`src/core/wdcm_pkg.sv`:
```
// constants and types shared by the watchdog and clock monitor block
package wdcm_pkg;

  // ***************************************************************
  // register map
  // ***************************************************************
  localparam int unsigned ADDR_W       = 8;
  localparam logic [7:0]  ADDR_SVC     = 8'h00;  // service key register
  localparam logic [7:0]  ADDR_CTL     = 8'h01;  // idle tick control and status
  localparam logic [7:0]  SVC_RST      = 8'hd9;  // window 11, key 01100, monitor on
  localparam logic [4:0]  SVC_KEY      = 5'h0c;  // key pattern 01100
  localparam int unsigned KEY_LSB      = 1;
  localparam int unsigned KEY_MSB      = 5;
  localparam int unsigned WIN_LSB      = 6;
  localparam int unsigned WIN_MSB      = 7;
  localparam int unsigned CM_BIT       = 0;
  localparam int unsigned CTL_TAP_MSB  = 2;
  localparam int unsigned CTL_PND_BIT  = 4;
  localparam logic [2:0]  TAP_RST      = 3'h4;

  // ***************************************************************
  // idle timer and service window
  // ***************************************************************
  localparam int unsigned IT_W         = 17;
  localparam int unsigned TAP_BASE     = 12;     // bit 12 toggles every 4k ticks
  localparam int unsigned TAP_NUM      = 5;
  localparam logic [16:0] LOWER_LIM    = 17'h00800;  // 2048 idle ticks
  localparam logic [16:0] UPPER_BASE   = 17'h02000;  // 8k idle ticks, shifted by window

  // ***************************************************************
  // timing
  // ***************************************************************
  localparam int unsigned CLK_MHZ      = 50;
  localparam int unsigned HOLD_CYC     = 24;     // inside the 16 to 32 cycle band
  localparam int unsigned CM_LIMIT_US  = 1000;   // slowest accepted edge gap
  localparam int unsigned CM_LIMIT_CYC = CM_LIMIT_US * CLK_MHZ;
  localparam int unsigned CM_W         = 24;

  // fault pin sequencer states
  typedef enum logic [3:0]
  {
    FS_REL  = 4'b0001,
    FS_PULL = 4'b0010,
    FS_HOLD = 4'b0100,
    FS_RISE = 4'b1000
  } wdcm_fault_t;

endpackage : wdcm_pkg

```
`src/core/wdcm_tick_if.sv`:
```
// idle tick carrier between the watchdog core and the idle timer
`timescale 1ns/1ns
interface wdcm_tick_if;
  logic       tick;        // one idle timer clock
  logic [2:0] tap_sel;     // selected pending tap
  logic       tap_toggle;  // selected tap changed this cycle

  modport timer (input tick, input tap_sel, output tap_toggle);
  modport user  (output tick, output tap_sel, input tap_toggle);
endinterface : wdcm_tick_if

```
`src/core/wdcm_idle_timer.sv`:
```
// free running idle counter with selectable pending tap
`timescale 1ns/1ns
module wdcm_idle_timer
  import wdcm_pkg::*;
(
  input  wire logic   clk,
  input  wire logic   pwrup,
  wdcm_tick_if.timer  tk
);

  logic [IT_W-1:0]    cnt_q;
  logic [IT_W-1:0]    cnt_d;
  logic [TAP_NUM-1:0] tap_hit;
  logic [2:0]         sel_c;

  // ***************************************************************
  // counter
  // ***************************************************************
  // power-up clear only: the external reset leaves the count running
  assign cnt_d = pwrup ? '0 : (tk.tick ? cnt_q + IT_W'(1) : cnt_q);

  always_ff @(posedge clk)
  begin
    cnt_q <= cnt_d;
  end

  // ***************************************************************
  // tap toggle detect
  // ***************************************************************
  // a tap toggles when every bit below it carries on this tick
  genvar g;
  generate
    for (g = 0; g < TAP_NUM; g++)
    begin : g_tap
      assign tap_hit[g] = tk.tick & (&cnt_q[TAP_BASE-1+g:0]);
    end
  endgenerate

  // out-of-range selects fall back to the slowest tap
  assign sel_c = (tk.tap_sel > 3'(TAP_NUM-1)) ? 3'(TAP_NUM-1) : tk.tap_sel;
  assign tk.tap_toggle = ~pwrup & tap_hit[sel_c];

endmodule : wdcm_idle_timer

```
`src/core/wdcm_top.sv`:
```
// windowed watchdog with clock monitor and open-drain fault pin
// What this block does
// - option bit 2 low enables watchdog and fault pin with weak pull-up
// - reset inhibits detectors; afterwards max window and monitor enabled
// - first write with key 01100 fixes window and monitor choice for good
// - later writes must match all fields; match restarts, mismatch faults
// - service after the lower limit and before the upper limit, else fault
// - boot entry suppresses lower check and services; return services again
// - on trigger pull pin low, hold 16-32 cycles after it reads low
// - service window restarts when the pin reads high again
// - service writes while the pin is driven are ignored
// - monitor holds pin low while clock is slow, releases 16-32 cycles later
// - clock above 5 kHz never rejected, below 10 Hz always rejected
// - reads of the service register show zero in the key field
// - watchdog timing stops during HALT and IDLE
// - clock monitor keeps running during HALT and IDLE
// - IDLE exit services, HALT exit reloads; software waits 2048 ticks
// - first service after reset is accepted early without lower fault
// - pending flag sets when selected idle tap toggles; software clears
// - idle counter is not cleared by external reset
// - lower window limit is fixed at 2048 idle ticks
// - window bits 7:6 pick 8k, 16k, 32k or 64k upper limit
// - window timing counts idle timer clocks
//
// Added by the designer: the address-and-strobe port and the placing of the registers.
`timescale 1ns/1ns
module wdcm_top
  import wdcm_pkg::*;
#(
  parameter int unsigned CM_LIMIT = CM_LIMIT_CYC
)
(
  input  wire logic                  CLK_SYS,
  input  wire logic                  RST,
  input  wire logic                  PWRUP,
  input  wire logic [wdcm_pkg::ADDR_W-1:0] ADDR,
  input  wire logic [7:0]            WDATA,
  input  wire logic                  WR,
  input  wire logic                  RD,
  output logic      [7:0]            RDATA,
  input  wire logic                  OPT_WD_DIS,
  input  wire logic                  IDLE_TICK,
  input  wire logic                  INSTR_CLK,
  input  wire logic                  HALT_MODE,
  input  wire logic                  IDLE_MODE,
  input  wire logic                  BOOT_ROM,
  input  wire logic                  FAULT_PIN_I,
  output logic                       FAULT_PIN_O,
  output logic                       FAULT_PIN_OE_N,
  output logic                       FAULT_PULLUP_EN,
  output logic                       IDLE_TICK_PND
);

  wdcm_tick_if tk ();

  wdcm_fault_t   st_q;
  wdcm_fault_t   st_d;
  logic [7:0]    svc_q;
  logic [7:0]    svc_d;
  logic          first_q;
  logic [16:0]   win_q;
  logic [16:0]   win_d;
  logic [5:0]    hold_q;
  logic [5:0]    hold_d;
  logic [CM_W-1:0] cm_cnt_q;
  logic [CM_W-1:0] cm_cnt_d;
  logic          cm_err_q;
  logic          iclk_q;
  logic          pin_s1_q;
  logic          pin_s2_q;
  logic          halt_q;
  logic          idle_q;
  logic          boot_q;
  logic [2:0]    tap_q;
  logic          pnd_q;
  logic          pnd_d;
  logic [7:0]    rdata_d;
  logic          wd_en;
  logic          cm_en;
  logic          sel_svc;
  logic          sel_ctl;
  logic          svc_wr;
  logic          key_ok;
  logic          all_ok;
  logic          early;
  logic          bad_svc;
  logic          good_svc;
  logic          wd_run;
  logic [16:0]   upper;
  logic          upper_hit;
  logic          wd_err;
  logic          pin_back;
  logic          hw_svc;
  logic          restart;
  logic          iclk_edge;

  // ***************************************************************
  // idle timer
  // ***************************************************************
  assign tk.tick    = IDLE_TICK;
  assign tk.tap_sel = tap_q;

  wdcm_idle_timer u_idle_timer
  (
    .clk   (CLK_SYS),
    .pwrup (PWRUP),
    .tk    (tk)
  );

  // ***************************************************************
  // decode and service checks
  // ***************************************************************
  // enable from option bit
  assign wd_en   = ~OPT_WD_DIS;
  assign cm_en   = wd_en & svc_q[CM_BIT];
  assign sel_svc = (ADDR == ADDR_SVC);
  assign sel_ctl = (ADDR == ADDR_CTL);
  // writes only count while the pin is released
  assign svc_wr  = WR & sel_svc & wd_en & (st_q == FS_REL);
  assign key_ok  = (WDATA[KEY_MSB:KEY_LSB] == SVC_KEY);
  // every field compared after the first write
  assign all_ok  = key_ok & (WDATA == svc_q);
  // lower limit, suppressed in boot and before first service
  assign early   = first_q & ~boot_q & (win_q < LOWER_LIM);
  // first write needs only the key
  assign good_svc = svc_wr & (first_q ? all_ok : key_ok) & ~early;
  assign bad_svc  = svc_wr & ~good_svc;

  assign upper = UPPER_BASE << svc_q[WIN_MSB:WIN_LSB];
  // timing stops in low power modes and while faulted
  assign wd_run    = wd_en & ~HALT_MODE & ~IDLE_MODE & (st_q == FS_REL);
  assign upper_hit = wd_run & IDLE_TICK & (win_q == upper - 17'h00001);
  assign wd_err    = upper_hit | bad_svc;

  assign pin_back = (st_q == FS_RISE) & pin_s2_q;
  // boot entry and exit service; IDLE and HALT exit
  assign hw_svc   = (BOOT_ROM ^ boot_q) | (idle_q & ~IDLE_MODE) | (halt_q & ~HALT_MODE);
  assign restart  = good_svc | pin_back | hw_svc | ~wd_en;

  // ***************************************************************
  // service register and window counter
  // ***************************************************************
  // only the first accepted write changes the stored choices
  assign svc_d = (good_svc & ~first_q) ? WDATA : svc_q;
  // counts idle timer clocks; restart on return high
  assign win_d = restart ? 17'h00000 :
                 ((wd_run & IDLE_TICK) ? win_q + 17'h00001 : win_q);

  // reset value arms maximum window with monitor on
  always_ff @(posedge CLK_SYS or posedge RST)
  begin
    if (RST)
    begin
      svc_q   <= SVC_RST;
      first_q <= 1'b0;
      win_q   <= '0;
    end
    else
    begin
      svc_q   <= svc_d;
      first_q <= first_q | good_svc;
      win_q   <= win_d;
    end
  end

  // ***************************************************************
  // clock monitor
  // ***************************************************************
  // the edge gap limit sits between 100 us and 50 ms so both bounds hold
  assign iclk_edge = INSTR_CLK ^ iclk_q;
  assign cm_cnt_d  = (iclk_edge | ~cm_en) ? '0 :
                     ((cm_cnt_q >= CM_W'(CM_LIMIT)) ? cm_cnt_q : cm_cnt_q + CM_W'(1));

  // reject when no edge inside the limit
  // runs regardless of HALT and IDLE
  always_ff @(posedge CLK_SYS or posedge RST)
  begin
    if (RST)
    begin
      iclk_q   <= 1'b0;
      cm_cnt_q <= '0;
      cm_err_q <= 1'b0;
    end
    else
    begin
      iclk_q   <= INSTR_CLK;
      cm_cnt_q <= cm_cnt_d;
      cm_err_q <= cm_en & (cm_cnt_d >= CM_W'(CM_LIMIT));
    end
  end

  // ***************************************************************
  // fault pin sequencer
  // ***************************************************************
  always_comb
  begin
    st_d   = st_q;
    hold_d = hold_q;
    case (st_q)
      FS_REL:
        if (wd_err | cm_err_q)
          st_d = FS_PULL;
      // wait for the sensed pin to fall
      FS_PULL:
      begin
        hold_d = '0;
        if (~pin_s2_q)
          st_d = FS_HOLD;
      end
      // a slow clock keeps restarting the hold
      FS_HOLD:
        if (cm_err_q)
          hold_d = '0;
        else if (hold_q == 6'(HOLD_CYC - 1))
          st_d = FS_RISE;
        else
          hold_d = hold_q + 6'h01;
      FS_RISE:
        if (cm_err_q)
          st_d = FS_PULL;
        else if (pin_s2_q)
          st_d = FS_REL;
      default:
        st_d = FS_REL;
    endcase
    if (~wd_en)
      st_d = FS_REL;
  end

  // two-flop pin sense; drive while pulling or holding
  always_ff @(posedge CLK_SYS or posedge RST)
  begin
    if (RST)
    begin
      st_q            <= FS_REL;
      hold_q          <= '0;
      pin_s1_q        <= 1'b1;
      pin_s2_q        <= 1'b1;
      FAULT_PIN_O     <= 1'b0;
      FAULT_PIN_OE_N  <= 1'b1;
      FAULT_PULLUP_EN <= 1'b0;
    end
    else
    begin
      st_q            <= st_d;
      hold_q          <= hold_d;
      pin_s1_q        <= FAULT_PIN_I;
      pin_s2_q        <= pin_s1_q;
      FAULT_PIN_O     <= 1'b0;
      FAULT_PIN_OE_N  <= ~((st_d == FS_PULL) | (st_d == FS_HOLD));
      FAULT_PULLUP_EN <= wd_en;
    end
  end

  // ***************************************************************
  // mode tracking, pending flag and read port
  // ***************************************************************
  // set wins over a same-cycle write-one clear
  assign pnd_d = tk.tap_toggle |
                 (pnd_q & ~(WR & sel_ctl & WDATA[CTL_PND_BIT]));
  assign rdata_d = ~RD ? 8'h00 :
                   sel_svc ? {svc_q[WIN_MSB:WIN_LSB], 5'h00, svc_q[CM_BIT]} :
                   sel_ctl ? {~FAULT_PIN_OE_N, cm_err_q, first_q, pnd_q, 1'b0, tap_q} :
                   8'h00;

  always_ff @(posedge CLK_SYS or posedge RST)
  begin
    if (RST)
    begin
      halt_q        <= 1'b0;
      idle_q        <= 1'b0;
      boot_q        <= 1'b0;
      tap_q         <= TAP_RST;
      pnd_q         <= 1'b0;
      IDLE_TICK_PND <= 1'b0;
      RDATA         <= 8'h00;
    end
    else
    begin
      halt_q        <= HALT_MODE;
      idle_q        <= IDLE_MODE;
      boot_q        <= BOOT_ROM;
      tap_q         <= (WR & sel_ctl) ? WDATA[CTL_TAP_MSB:0] : tap_q;
      pnd_q         <= pnd_d;
      IDLE_TICK_PND <= pnd_d;
      RDATA         <= rdata_d;
    end
  end
endmodule : wdcm_top

```
`config.mk`:
```
export PLATFORM = sky130hd
export DESIGN_NAME = wdcm_top
export DESIGN_NICKNAME = d
export VERILOG_FILES = /design/src/core/wdcm_pkg.sv /design/src/core/wdcm_tick_if.sv /design/src/core/wdcm_idle_timer.sv /design/src/core/wdcm_top.sv
export SDC_FILE = /design/constraint.sdc
export NUM_CORES = 1
export LEC_CHECK = 0
export ABC_CLOCK_PERIOD_IN_PS = 5350
export BUFFER_PORTS_ARGS = -buffer_cell sky130_fd_sc_hd__buf_2
export CAP_MARGIN = 15
export CORE_MARGIN = 2
export CORE_UTILIZATION = 43
export DETAILED_ROUTE_END_ITERATION = 10
export GPL_TIMING_DRIVEN = 0
export PLACE_DENSITY = 0.73
export RECOVER_POWER = 25
export SLEW_MARGIN = 20
export SYNTH_ARGS = -nofsm -noshare
export SYNTH_HDL_FRONTEND = slang
export SYNTH_SLANG_ARGS = --single-unit
```
`constraint.sdc`:
```
create_clock -name CLK_SYS -period 5.35 [get_ports CLK_SYS]
set_input_delay 1.07 -clock CLK_SYS [delete_from_list [all_inputs] [get_ports CLK_SYS]]
set_output_delay 1.07 -clock CLK_SYS [all_outputs]
set_load 0.05 [all_outputs]
```
==> results of run 1 <==
==> routing by layer <==
layer / GRT usage [%] / wire length (µm) / up-vias / part of all wire, %
met5: 0 / 0 / - / 0
met4: 5.311 / 95 / 0 / 1.1
met3: 3.632 / 432 / 9 / 4.8
met2: 27.72 / 4269 / 69 / 48
met1: 21.49 / 4124 / 1677 / 46
li1: - / - / 1710 / -
==> cell usage in the layout, fill, tap and decap left out, types with 3 or more instances in the layout <==
master	count
dfrtp_1	70
nor2_1	64
nand2_1	34
xor2_1	34
buf_2	30
nand3_1	20
inv_1	18
xnor2_1	16
o21ai_0	16
dfxtp_1	16
and3_1	13
clkbuf_1	12
nor3_1	11
a21oi_1	11
and2_1	11
dfstp_2	10
nand4_1	10
nor4_1	9
clkbuf_8	9
mux2i_1	7
mux2_2	6
nor2b_1	5
ha_1	5
buf_4	4
or2_2	4
nand2b_1	4
a31oi_1	4
or4_1	3
nand4b_1	3
and4_1	3
o21a_1	3
or3_1	3
==> Yosys cell counts (3+ instances only) <==
cell type,n,area share [%]
mux2_2,6,1.5
mux2i_1,7,1.5
nor4_1,9,1.2
and3_1,13,1.8
a21oi_1,11,1.2
ha_1,5,1.3
and2_1,11,1.5
dfstp_2,10,5.7
nor3_1,11,1.2
xnor2_1,16,3.0
o21ai_0,16,1.7
nand2_1,34,2.8
and4_1,3,0.57
dfrtp_1,70,38
dfxtp_1,16,6.9
nor2_1,64,5.2
or4_1,3,0.49
nand4b_1,3,0.57
nand4_1,10,1.3
or3_1,3,0.40
buf_4,4,0.65
a31oi_1,4,0.54
inv_1,19,1.5
nor2b_1,5,0.67
nand3_1,20,2.2
clkbuf_1,6,0.49
xor2_1,34,6.4
nand2b_1,4,0.54
o21a_1,3,0.49
or2_2,4,0.54
==> worst register-to-register path: cells and delay by family (launching register included) <==
family	cells	cell delay (ns)
flops	1	0.39
simple gates	3	1.25
compound gates	4	0.78
==> power breakdown <==
| part | switching (mW) | internal (mW) | leakage [nW] |
|---|---|---|---|
| logic | 0.0402 | 0.0210 | 0.934 |
| clock network | 0.270 | 0.178 | 0.0902 |
| registers | 0.00380 | 0.730 | 1.19 |
==> through the flow <==
step,power [mW],instances
after floorplan,0.7836,467
after global placement,0.8066,638
after detailed placement,0.8112,639
after CTS,1.261,655
after global routing,1.296,655
final,1.243,655
==> worst max-delay path by stage <==
stage	start	to	slack, ns	depth (start not counted)
floorplan	RST	FAULT_PULLUP_EN$_DFF_PP0_	2.24	1
global placement	RST	pnd_q$_DFF_PP0_	1.31	2
detailed placement	ADDR[5]	win_q[8]$_DFFE_PP0P_	2.09	8
CTS	ADDR[5]	win_q[6]$_DFFE_PP0P_	2.47	8
global route	OPT_WD_DIS	cm_err_q$_DFF_PP0_	2.32	9
finish	ADDR[5]	win_q[6]$_DFFE_PP0P_	2.47	8
==> logic make-up after synthesis <==
kind of cell | count (synthesis)
xor+xnor | 50
mux | 13
buf+inv | 32
compound gates | 55
fa+ha+maj | 5
simple gates | 214
flops | 96
other cells | 1
==> sequential cells by signal (all words and copies together), names as in the netlist, 3 cells and up <==
name and flops:
RDATA 7, cm_cnt_q 24, hold_q 6, st_q 4
svc_q 8, tap_q 3, u_idle_timer.cnt_q 16, win_q 17
==> layout make-up <==
cell class,count,area [µm²]
Timing Repair Buffer,36,195.2
Buffer,13,72.57
Sequential cell,96,2335
Inverter,19,72.57
Tap cell,136,170.2
Clock buffer,9,123.9
Fill cell,947,5223
Multi-Input combinational cell,339,2163
Clock inverter,7,61.31
==> results.py, run 1 <==
metrics = {
    "layout": {
        "post-route-util_pct": 49.86,
        "areaGrowthSynthToFinish_pct": 11.98,
        "diodes": 0,
        "finalNetCount": 547,
        "drive_gt1_share_pct": 16.38,
        "stdcell_area_um2": 5194,
    },
    "sta": {
        "worst_slack_ns": 2.475,
        "max_slew.worst_pin.slew_ns": 1.030,
        "tns_ns": 0,
        "worst_hold_slack_ns": 0.3600,
        "hold_violations": 0,
        "fin_crit_ns": 2.875,
        "fin_skew_ns": 0.01320,
        "clock.fmax_mhz": 347.8,
        "setup_viol": 0,
        "max_slew_margin_pct": 30.98,
        "period_share_pct": 53.75,
        "rsz0062_at_grt": "no",
        "slew_viol_final": 0,
    },
    "clocking": {
        "cts-root-buf": "clkbuf_8",
        "worstSkewPairLatency_ns": 0.37,
        "h-tree-depth": 3,
        "cts.path.max_buffers": 2,
        "cts_buffers": 9,
        "cts_resized": 0,
        "ctsHoldBuffers": 0,
        "cts_sinks": 96,
        "clkSlewWorstSetupHoldPaths_ns": 0.09,
        "cts_setup_buffers": 0,
        "cts_tree": "yes",
    },
    "synth": {
        "synth.distinct_cells": 62,
        "synth_mux_area_share_pct": 2.967,
        "synth.cell_area_um2": 4638,
        "postSynthAreaPerCell_um2": 9.953,
        "synth_edf_count": 0,
        "synthAdderAreaFrac_pct": 1.349,
        "ys_ff_latch": 96,
        "yosysSeqAreaShare_pct": 50.34,
        "synth_top_family_by_area": "simple AND/OR/NAND/NOR gates",
        "synth_compound_area_share_pct": 7.931,
        "yosysWarnings": 0,
        "synth-simple-area-share_pct": 24.79,
        "synth-xor-area-share_pct": 9.442,
        "async_flop_share_pct": 83.33,
        "synth-main-ff-cell": "dfrtp_1",
        "netlist_instances": 466,
    },
    "placed_design": {
        "place_ws_ns": 2.091,
        "place_hpwl_um": 6557,
        "place_congestion": 0.9014,
        "place_area_um2": 5017,
        "place.port_buffers": 35,
    },
    "global_routing": {
        "grt_pass1_wl_um": 15550,
        "grt_max_degree": 60,
        "grt_use_total_pct": 16.62,
        "antenna_found_initial": 0,
        "gr-total-overflow": 0,
        "grt_pass1_vias": 3386,
    },
    "route": {
        "drt_iter0_drc": 182,
        "wl_per_cell_um": 13.62,
        "routed_wirelength_um": 8921,
        "drc": 0,
        "ant_nets": 0,
        "vias_per_cell": 5.290,
        "dr_total_vias": 3465,
        "drtPass1Iterations": 4,
    },
    "worst_setup_path": {
        "reg2regPathDepth": 7,
        "crit_family": "simple AND/OR/NAND/NOR gates",
        "cp_max_fo": 10,
        "worstPathArrival_ns": 3.13,
        "path_cells": "buf_2 > or4_1 > nor4_4 > nand4b_1 > a211o_1 > o221ai_4 > buf_6 > nor2_1",
        "crit_slowest_cell": "or4_1",
        "crit-reg2reg-launch": "cm_cnt_q[18]$_DFF_PP0_",
        "r2r_slack_ns": 2.81,
        "worstSetupPathType": "in -> reg",
        "r2r_end": "cm_err_q$_DFF_PP0_",
        "path_buf_inv": 2,
        "crit_path_end_kind": "flip-flop",
        "slowest_delay_ns": 0.56,
        "crit_required_ns": 5.60,
        "startpoint_type": "input pin",
    },
    "job": {
        "cap_violations": 0,
    },
    "floorplanning": {
        "die_h_um": 107.9,
        "die-area_um2": 11630,
        "rows": 37,
        "die_w_um": 107.9,
        "core_um2": 10420,
        "num_io_pins": 40,
        "start_util_pct": 44.53,
    },
    "power": {
        "leakagePower_nw": 2.218,
        "power_density_nw_per_um2": 239.3,
        "peakVddDrop_uv": 119.7,
    },
    "min_path": {
        "hold_depth": 0,
        "min_from": "pin_s1_q$_DFF_PP1_",
        "worstHoldEndpoint": "pin_s2_q$_DFF_PP1_",
        "min_path_type": "reg -> reg",
    },
    "status": {
        "outcome": "finished clean",
    },
}
Note: power is estimated with default switching activity, not from simulation.
==> run 2, diff against run 1 <==
--- a/config.mk
+++ b/config.mk
@@ -5,14 +5,14 @@
 export SDC_FILE = /design/constraint.sdc
 export NUM_CORES = 1
 export LEC_CHECK = 0
-export ABC_CLOCK_PERIOD_IN_PS = 5350
+export ABC_CLOCK_PERIOD_IN_PS = 2300
 export BUFFER_PORTS_ARGS = -buffer_cell sky130_fd_sc_hd__buf_2
 export CAP_MARGIN = 15
 export CORE_MARGIN = 2
 export CORE_UTILIZATION = 43
 export DETAILED_ROUTE_END_ITERATION = 10
 export GPL_TIMING_DRIVEN = 0
-export PLACE_DENSITY = 0.73
+export PLACE_DENSITY = 0.75
 export RECOVER_POWER = 25
 export SLEW_MARGIN = 20
 export SYNTH_ARGS = -nofsm -noshare
==> constraint.sdc (replaced) <==
create_clock -name CLK_SYS -period 2.3 [get_ports CLK_SYS]
set_input_delay 0.46 -clock CLK_SYS [delete_from_list [all_inputs] [get_ports CLK_SYS]]
set_output_delay 0.46 -clock CLK_SYS [all_outputs]
set_load 0.05 [all_outputs]
==> run 2 against run 1 <==
Effect of this change: first-iteration DRC count increased by 8.8%; sequential power is 130% higher; largest cell class unchanged; critical path type is now reg -> reg; register-to-register slack got worse by 2.8 ns; critical path depth decreased by 1; sequential cell count stayed put; clock skew decreased by 0.0040 ns; global-route usage increased by 0.38 points; count of clock-buffer cells in the layout stayed put; final cell count is 3.7% higher; hold slack got worse by 0.17 ns; combinational power rose to 2.7 times the previous value; routed wire length up 8.3%.
==> results.py, run 2 (synthesized netlist as in run 1, its figures left out) <==
metrics = {
    "clocking": {
        "ctsHoldBuffers": 0,
        "cts-root-buf": "clkbuf_8",
        "h-tree-depth": 3,
        "clkSlewWorstSetupHoldPaths_ns": 0.10,
        "worstSkewPairLatency_ns": 0.36,
        "cts_buffers": 9,
        "cts.path.max_buffers": 2,
        "cts_sinks": 96,
        "cts_tree": "yes",
    },
    "sta": {
        "max_slew_margin_pct": 24.74,
        "clock.fmax_mhz": 436.0,
        "fin_skew_ns": 0.009160,
        "rsz0062_at_grt": "yes",
        "worst_slack_ns": 0.006201,
        "setup_viol": 0,
        "slew_viol_final": 0,
        "worst_hold_slack_ns": 0.1920,
        "period_share_pct": 99.73,
        "max_slew.worst_pin.slew_ns": 1.129,
        "fin_crit_ns": 2.294,
        "hold_violations": 0,
    },
    "worst_setup_path": {
        "slowest_delay_ns": 0.55,
        "crit_required_ns": 2.56,
        "startpoint_type": "flip-flop",
        "crit_slowest_cell": "dfstp_2",
        "crit_family": "simple AND/OR/NAND/NOR gates",
        "path_cells": "or4b_4 > nor2_4 > nand4b_1 > a211o_1 > o221ai_4 > buf_6 > nor2_1",
        "worstSetupPathType": "reg -> reg",
        "crit_path_end_kind": "flip-flop",
        "cp_max_fo": 5,
        "worstPathArrival_ns": 2.55,
        "path_buf_inv": 1,
    },
    "placed_design": {
        "place_inst": 641,
        "place_ws_ns": -0.2960,
        "place.port_buffers": 35,
        "place_hpwl_um": 6781,
        "place_area_um2": 5074,
        "place_congestion": 0.9087,
    },
    "layout": {
        "largest_register_ffs": 24,
        "diodes": 0,
        "final_cell_mix": "67 x dfrtp_1, 54 x nor2_1, 34 x nand2_1, 34 x xor2_1, 32 x buf_2",
        "reg_top3": "cm_cnt_q x24, win_q x17, u_idle_timer.cnt_q x16",
        "stdcell_area_um2": 5559,
        "regMostFlops": "cm_cnt_q",
        "areaGrowthSynthToFinish_pct": 19.85,
        "finalNonFillerCells": 679,
        "drive_gt1_share_pct": 24.68,
        "finalNetCount": 571,
        "post-route-util_pct": 53.37,
        "final_common_cell": "dfrtp_1",
    },
    "global_routing": {
        "grt_max_degree": 24,
        "gr-total-overflow": 0,
        "grtUsageMet3_pct": 4.056,
        "top_usage_layer": "met2",
        "grt_use_total_pct": 17.00,
        "met1_usage_pct": 21.05,
        "met2_usage_pct": 29.47,
        "grt_pass1_vias": 3531,
        "grt_pass1_wl_um": 15890,
        "antenna_found_initial": 0,
    },
    "floorplanning": {
        "core_um2": 10420,
        "die-area_um2": 11630,
        "start_util_pct": 44.53,
        "num_io_pins": 40,
        "rows": 37,
        "die_w_um": 107.9,
        "die_h_um": 107.9,
    },
    "route": {
        "drc": 0,
        "drtPass1Iterations": 4,
        "routed_wirelength_um": 9663,
        "drt_iter0_drc": 198,
        "ant_nets": 0,
        "wl_per_cell_um": 14.23,
        "vias_per_cell": 5.336,
        "dr_total_vias": 3623,
    },
    "power": {
        "peakVddDrop_uv": 343.8,
        "power_density_nw_per_um2": 544.9,
        "leakagePower_nw": 2.379,
    },
    "status": {
        "outcome": "finished clean",
    },
    "job": {
        "cap_violations": 0,
    },
    "min_path": {
        "min_path_type": "in -> reg",
    },
}
[run 2: final timing paths]
path | start | endpoint | slack, ns | depth (start not counted)
max | st_q[0]$_DFF_PP1_ | win_q[5]$_DFFE_PP0P_ | 0.006 | 7
min | FAULT_PIN_I | pin_s1_q$_DFF_PP1_ | 0.19 | 1
max reg2reg | st_q[0]$_DFF_PP1_ | win_q[5]$_DFFE_PP0P_ | 0.006 | 7
min reg2reg | pin_s1_q$_DFF_PP1_ | pin_s2_q$_DFF_PP1_ | 0.36 | 0
max in group asynchronous | RST | svc_q[6]$_DFFE_PP1P_ | 0.38 | 5
min in group asynchronous | RST | cm_cnt_q[0]$_DFF_PP0_ | 0.20 | 2
[run 2: power breakdown]
part           switching, mW  internal (mW)
Clock                  0.630          0.528
Combinational          0.102         0.0632
Sequential           0.00841           1.70
Total                  0.740           2.29
[run 2: worst register-to-register path: stages, from the launching register on]
cell and delay, ns:
dfstp_2 0.55, or4b_4 0.55, nor2_4 0.12, nand4b_1 0.13, a211o_1 0.34, o221ai_4 0.28, buf_6 0.17, nor2_1 0.05
[run 2: per-stage QoR]
step | TNS (ns) | total power, mW
floorplan | 0 | 1.823
global placement | -5.102 | 1.877
detailed placement | -5.395 | 1.899
CTS | -0.3103 | 3.060
global route | -1.102 | 3.160
finish | 0 | 3.029
[run 2: area by class of cell]
class	instances	area (µm²)
clock buffers	9	123.9
repair buffers	60	405.4
well taps	136	170.2
plain buffers	13	76.32
fillers	896	4857
flip-flops and latches	96	2338
multi-input cells	339	2286
inverters	19	72.57
clock inverters	7	86.33
[run 2: metal layers]
| metal | routed length [µm] | share of wire, % |
|---|---|---|
| met3 | 525 | 5.4 |
| met5 | 0 | 0 |
| met1 | 4155 | 43 |
| met4 | 98 | 1.0 |
| met2 | 4884 | 51 |
[run 2: what timing repair did]
item	CTS	global route
setup endpoints to repair	25	28
cloned	0	1
setup buffers	8	13
pin swaps	7	18
endpoints found under the hold margin	0	0
resized for setup	13	23
==> run 3, diff against run 2 <==
--- a/config.mk
+++ b/config.mk
@@ -5,14 +5,13 @@
 export SDC_FILE = /design/constraint.sdc
 export NUM_CORES = 1
 export LEC_CHECK = 0
-export ABC_CLOCK_PERIOD_IN_PS = 2300
 export BUFFER_PORTS_ARGS = -buffer_cell sky130_fd_sc_hd__buf_2
 export CAP_MARGIN = 15
 export CORE_MARGIN = 2
-export CORE_UTILIZATION = 43
+export CORE_UTILIZATION = 30
 export DETAILED_ROUTE_END_ITERATION = 10
 export GPL_TIMING_DRIVEN = 0
-export PLACE_DENSITY = 0.75
+export PLACE_DENSITY = 0.59
 export RECOVER_POWER = 25
 export SLEW_MARGIN = 20
 export SYNTH_ARGS = -nofsm -noshare
==> run 3 against run 2 <==
Effect of this change: the flow now finishes with violations (setup timing); critical path depth up 2; global-route usage fell by 4.5 points; core utilization shrank 15 points; hold slack worse by 0.0057 ns; sequential share of layout area shrank 1.4 points; fmax fell by 1.9%; cell area up 3.5%; combinational power decreased by 5%; via count decreased by 0.25%; critical endpoint is now cm_err_q$_DFF_PP0_.
==> results.py, run 3 (synthesized netlist as in run 1, its figures left out) <==
metrics = {
    "floorplanning": {
        "die_w_um": 128.3,
        "rows": 45,
        "core_um2": 15150,
        "die-area_um2": 16470,
        "die_h_um": 128.3,
        "start_util_pct": 30.62,
        "num_io_pins": 40,
    },
    "sta": {
        "hold_violations": 0,
        "worst_slack_ns": -0.03827,
        "setup_viol": 1,
        "rsz0062_at_grt": "yes",
        "clock.fmax_mhz": 427.7,
        "period_share_pct": 101.7,
        "fin_crit_ns": 2.338,
        "slew_viol_final": 0,
        "worst_hold_slack_ns": 0.1863,
        "max_slew.worst_pin.slew_ns": 0.8903,
        "max_slew_margin_pct": 40.65,
        "fin_skew_ns": 0.009478,
    },
    "worst_setup_path": {
        "cp_max_fo": 8,
        "crit-reg2reg-launch": "cm_cnt_q[10]$_DFF_PP0_",
        "startpoint_type": "flip-flop",
        "worstPathArrival_ns": 2.56,
        "critPathLaunch": "cm_cnt_q[10]$_DFF_PP0_",
        "crit_path_end_kind": "flip-flop",
        "worstSetupPathType": "reg -> reg",
        "crit_required_ns": 2.52,
    },
    "placed_design": {
        "place_hpwl_um": 7062,
        "place.port_buffers": 35,
        "place_ws_ns": -0.3288,
        "place_congestion": 0.8010,
    },
    "clocking": {
        "cts-root-buf": "clkbuf_16",
        "h-tree-depth": 3,
        "cts.path.max_buffers": 2,
        "clkSlewWorstSetupHoldPaths_ns": 0.07,
        "cts_sinks": 96,
        "cts_buffers": 9,
        "cts_tree": "yes",
        "worstSkewPairLatency_ns": 0.35,
    },
    "layout": {
        "final_common_cell": "dfrtp_1",
        "final_cell_mix": "68 x dfrtp_1, 53 x nor2_1, 34 x nand2_1, 34 x xor2_1, 31 x buf_2",
        "largest_register_ffs": 24,
        "finalNetCount": 574,
        "areaGrowthSynthToFinish_pct": 24.01,
        "diodes": 0,
        "regMostFlops": "cm_cnt_q",
        "reg_top3": "cm_cnt_q x24, win_q x17, u_idle_timer.cnt_q x16",
        "drive_gt1_share_pct": 25.27,
    },
    "power": {
        "power_density_nw_per_um2": 583.6,
        "leakagePower_nw": 2.443,
        "peakVddDrop_uv": 346.9,
    },
    "job": {
        "cap_violations": 0,
    },
    "route": {
        "drt_iter0_drc": 234,
        "drc": 0,
        "dr_total_vias": 3614,
        "vias_per_cell": 4.924,
        "ant_nets": 0,
        "drtPass1Iterations": 5,
        "wl_per_cell_um": 13.83,
        "routed_wirelength_um": 10150,
    },
    "global_routing": {
        "antenna_found_initial": 0,
        "grt_max_degree": 30,
        "grt_pass1_wl_um": 16580,
        "gr-total-overflow": 0,
        "grt_pass1_vias": 3509,
        "grt_use_total_pct": 12.45,
    },
    "status": {
        "failed_checks": "setup timing",
        "outcome": "finished with violations",
    },
    "min_path": {
        "min_path_type": "in -> async",
    },
}
-- run 3: cell types whose count changed in the layout (fill, tap and decap cells not counted), sizes merged --
cell and delta:
buf +1, clkbuf +4, bufinv -1, inv -3, clkinv +3, clkinvlp -1
-- run 3: path summary, 6_finish.rpt --
path | endpoint | slack, ns | cells past startpoint
hold / removal | win_q[5]$_DFFE_PP0P_ | 0.19 | 2
max in group asynchronous | st_q[2]$_DFF_PP0_ | 0.40 | 4
setup / recovery | cm_err_q$_DFF_PP0_ | -0.04 | 9
hold reg to reg | pin_s2_q$_DFF_PP1_ | 0.36 | 0
min in group CLK_SYS | pin_s1_q$_DFF_PP1_ | 0.21 | 1
setup reg to reg | cm_err_q$_DFF_PP0_ | -0.04 | 9
-- run 3: layout make-up --
cell class / count / area (µm²)
Clock inverter: 5 / 37.54
Multi-Input combinational cell: 339 / 2332
Buffer: 13 / 76.32
Timing Repair Buffer: 63 / 396.6
Clock buffer: 11 / 264.0
Fill cell: 1480 / 9394
Sequential cell: 96 / 2337
Tap cell: 188 / 235.2
Inverter: 19 / 72.57
-- run 3: through the flow --
| stage | cell area, µm² | utilization, % | cells | setup TNS (ns) | power [mW] |
|---|---|---|---|---|---|
| after floorplan | 4646 | - | 467 | 0 | 1.823 |
| after global placement | 5056 | 33.38 | 690 | -6.164 | 1.878 |
| after detailed placement | 5131 | 33.88 | 693 | -6.408 | 1.898 |
| after CTS | 5573 | 36.79 | 719 | -0.1282 | 3.406 |
| after global routing | 5752 | 37.98 | 734 | -1.504 | 3.496 |
| final | 5752 | 37.98 | 734 | -0.03827 | 3.357 |
-- run 3: critical path: stages, from the launching register on --
cell and delay, ns:
dfrtp_2 0.43, nor4_4 0.29, o211ai_1 0.11, buf_4 0.19, nor4_4 0.27, buf_4 0.20
a21oi_1 0.11, nor4_1 0.31, o21a_1 0.19, o221ai_2 0.10
-- run 3: what timing repair did --
item,CTS,global route
pin swaps,7,26
setup buffers,10,14
cloned,0,1
gates resized for setup,13,28
hold buffers,0,0
endpoints found under the setup margin,25,33
-- run 3: layer usage --
layer	GRT usage (%)	part of all wire [%]
met1	16.00	46
met2	20.37	48
met3	2.495	3.8
met4	5.624	2.3
met5	0	0
-- run 3: report_power, final --
part           switching (mW)  internal (mW)
Combinational          0.0991         0.0578
Clock                   0.659          0.833
Sequential            0.00863           1.70
Total                   0.767           2.59
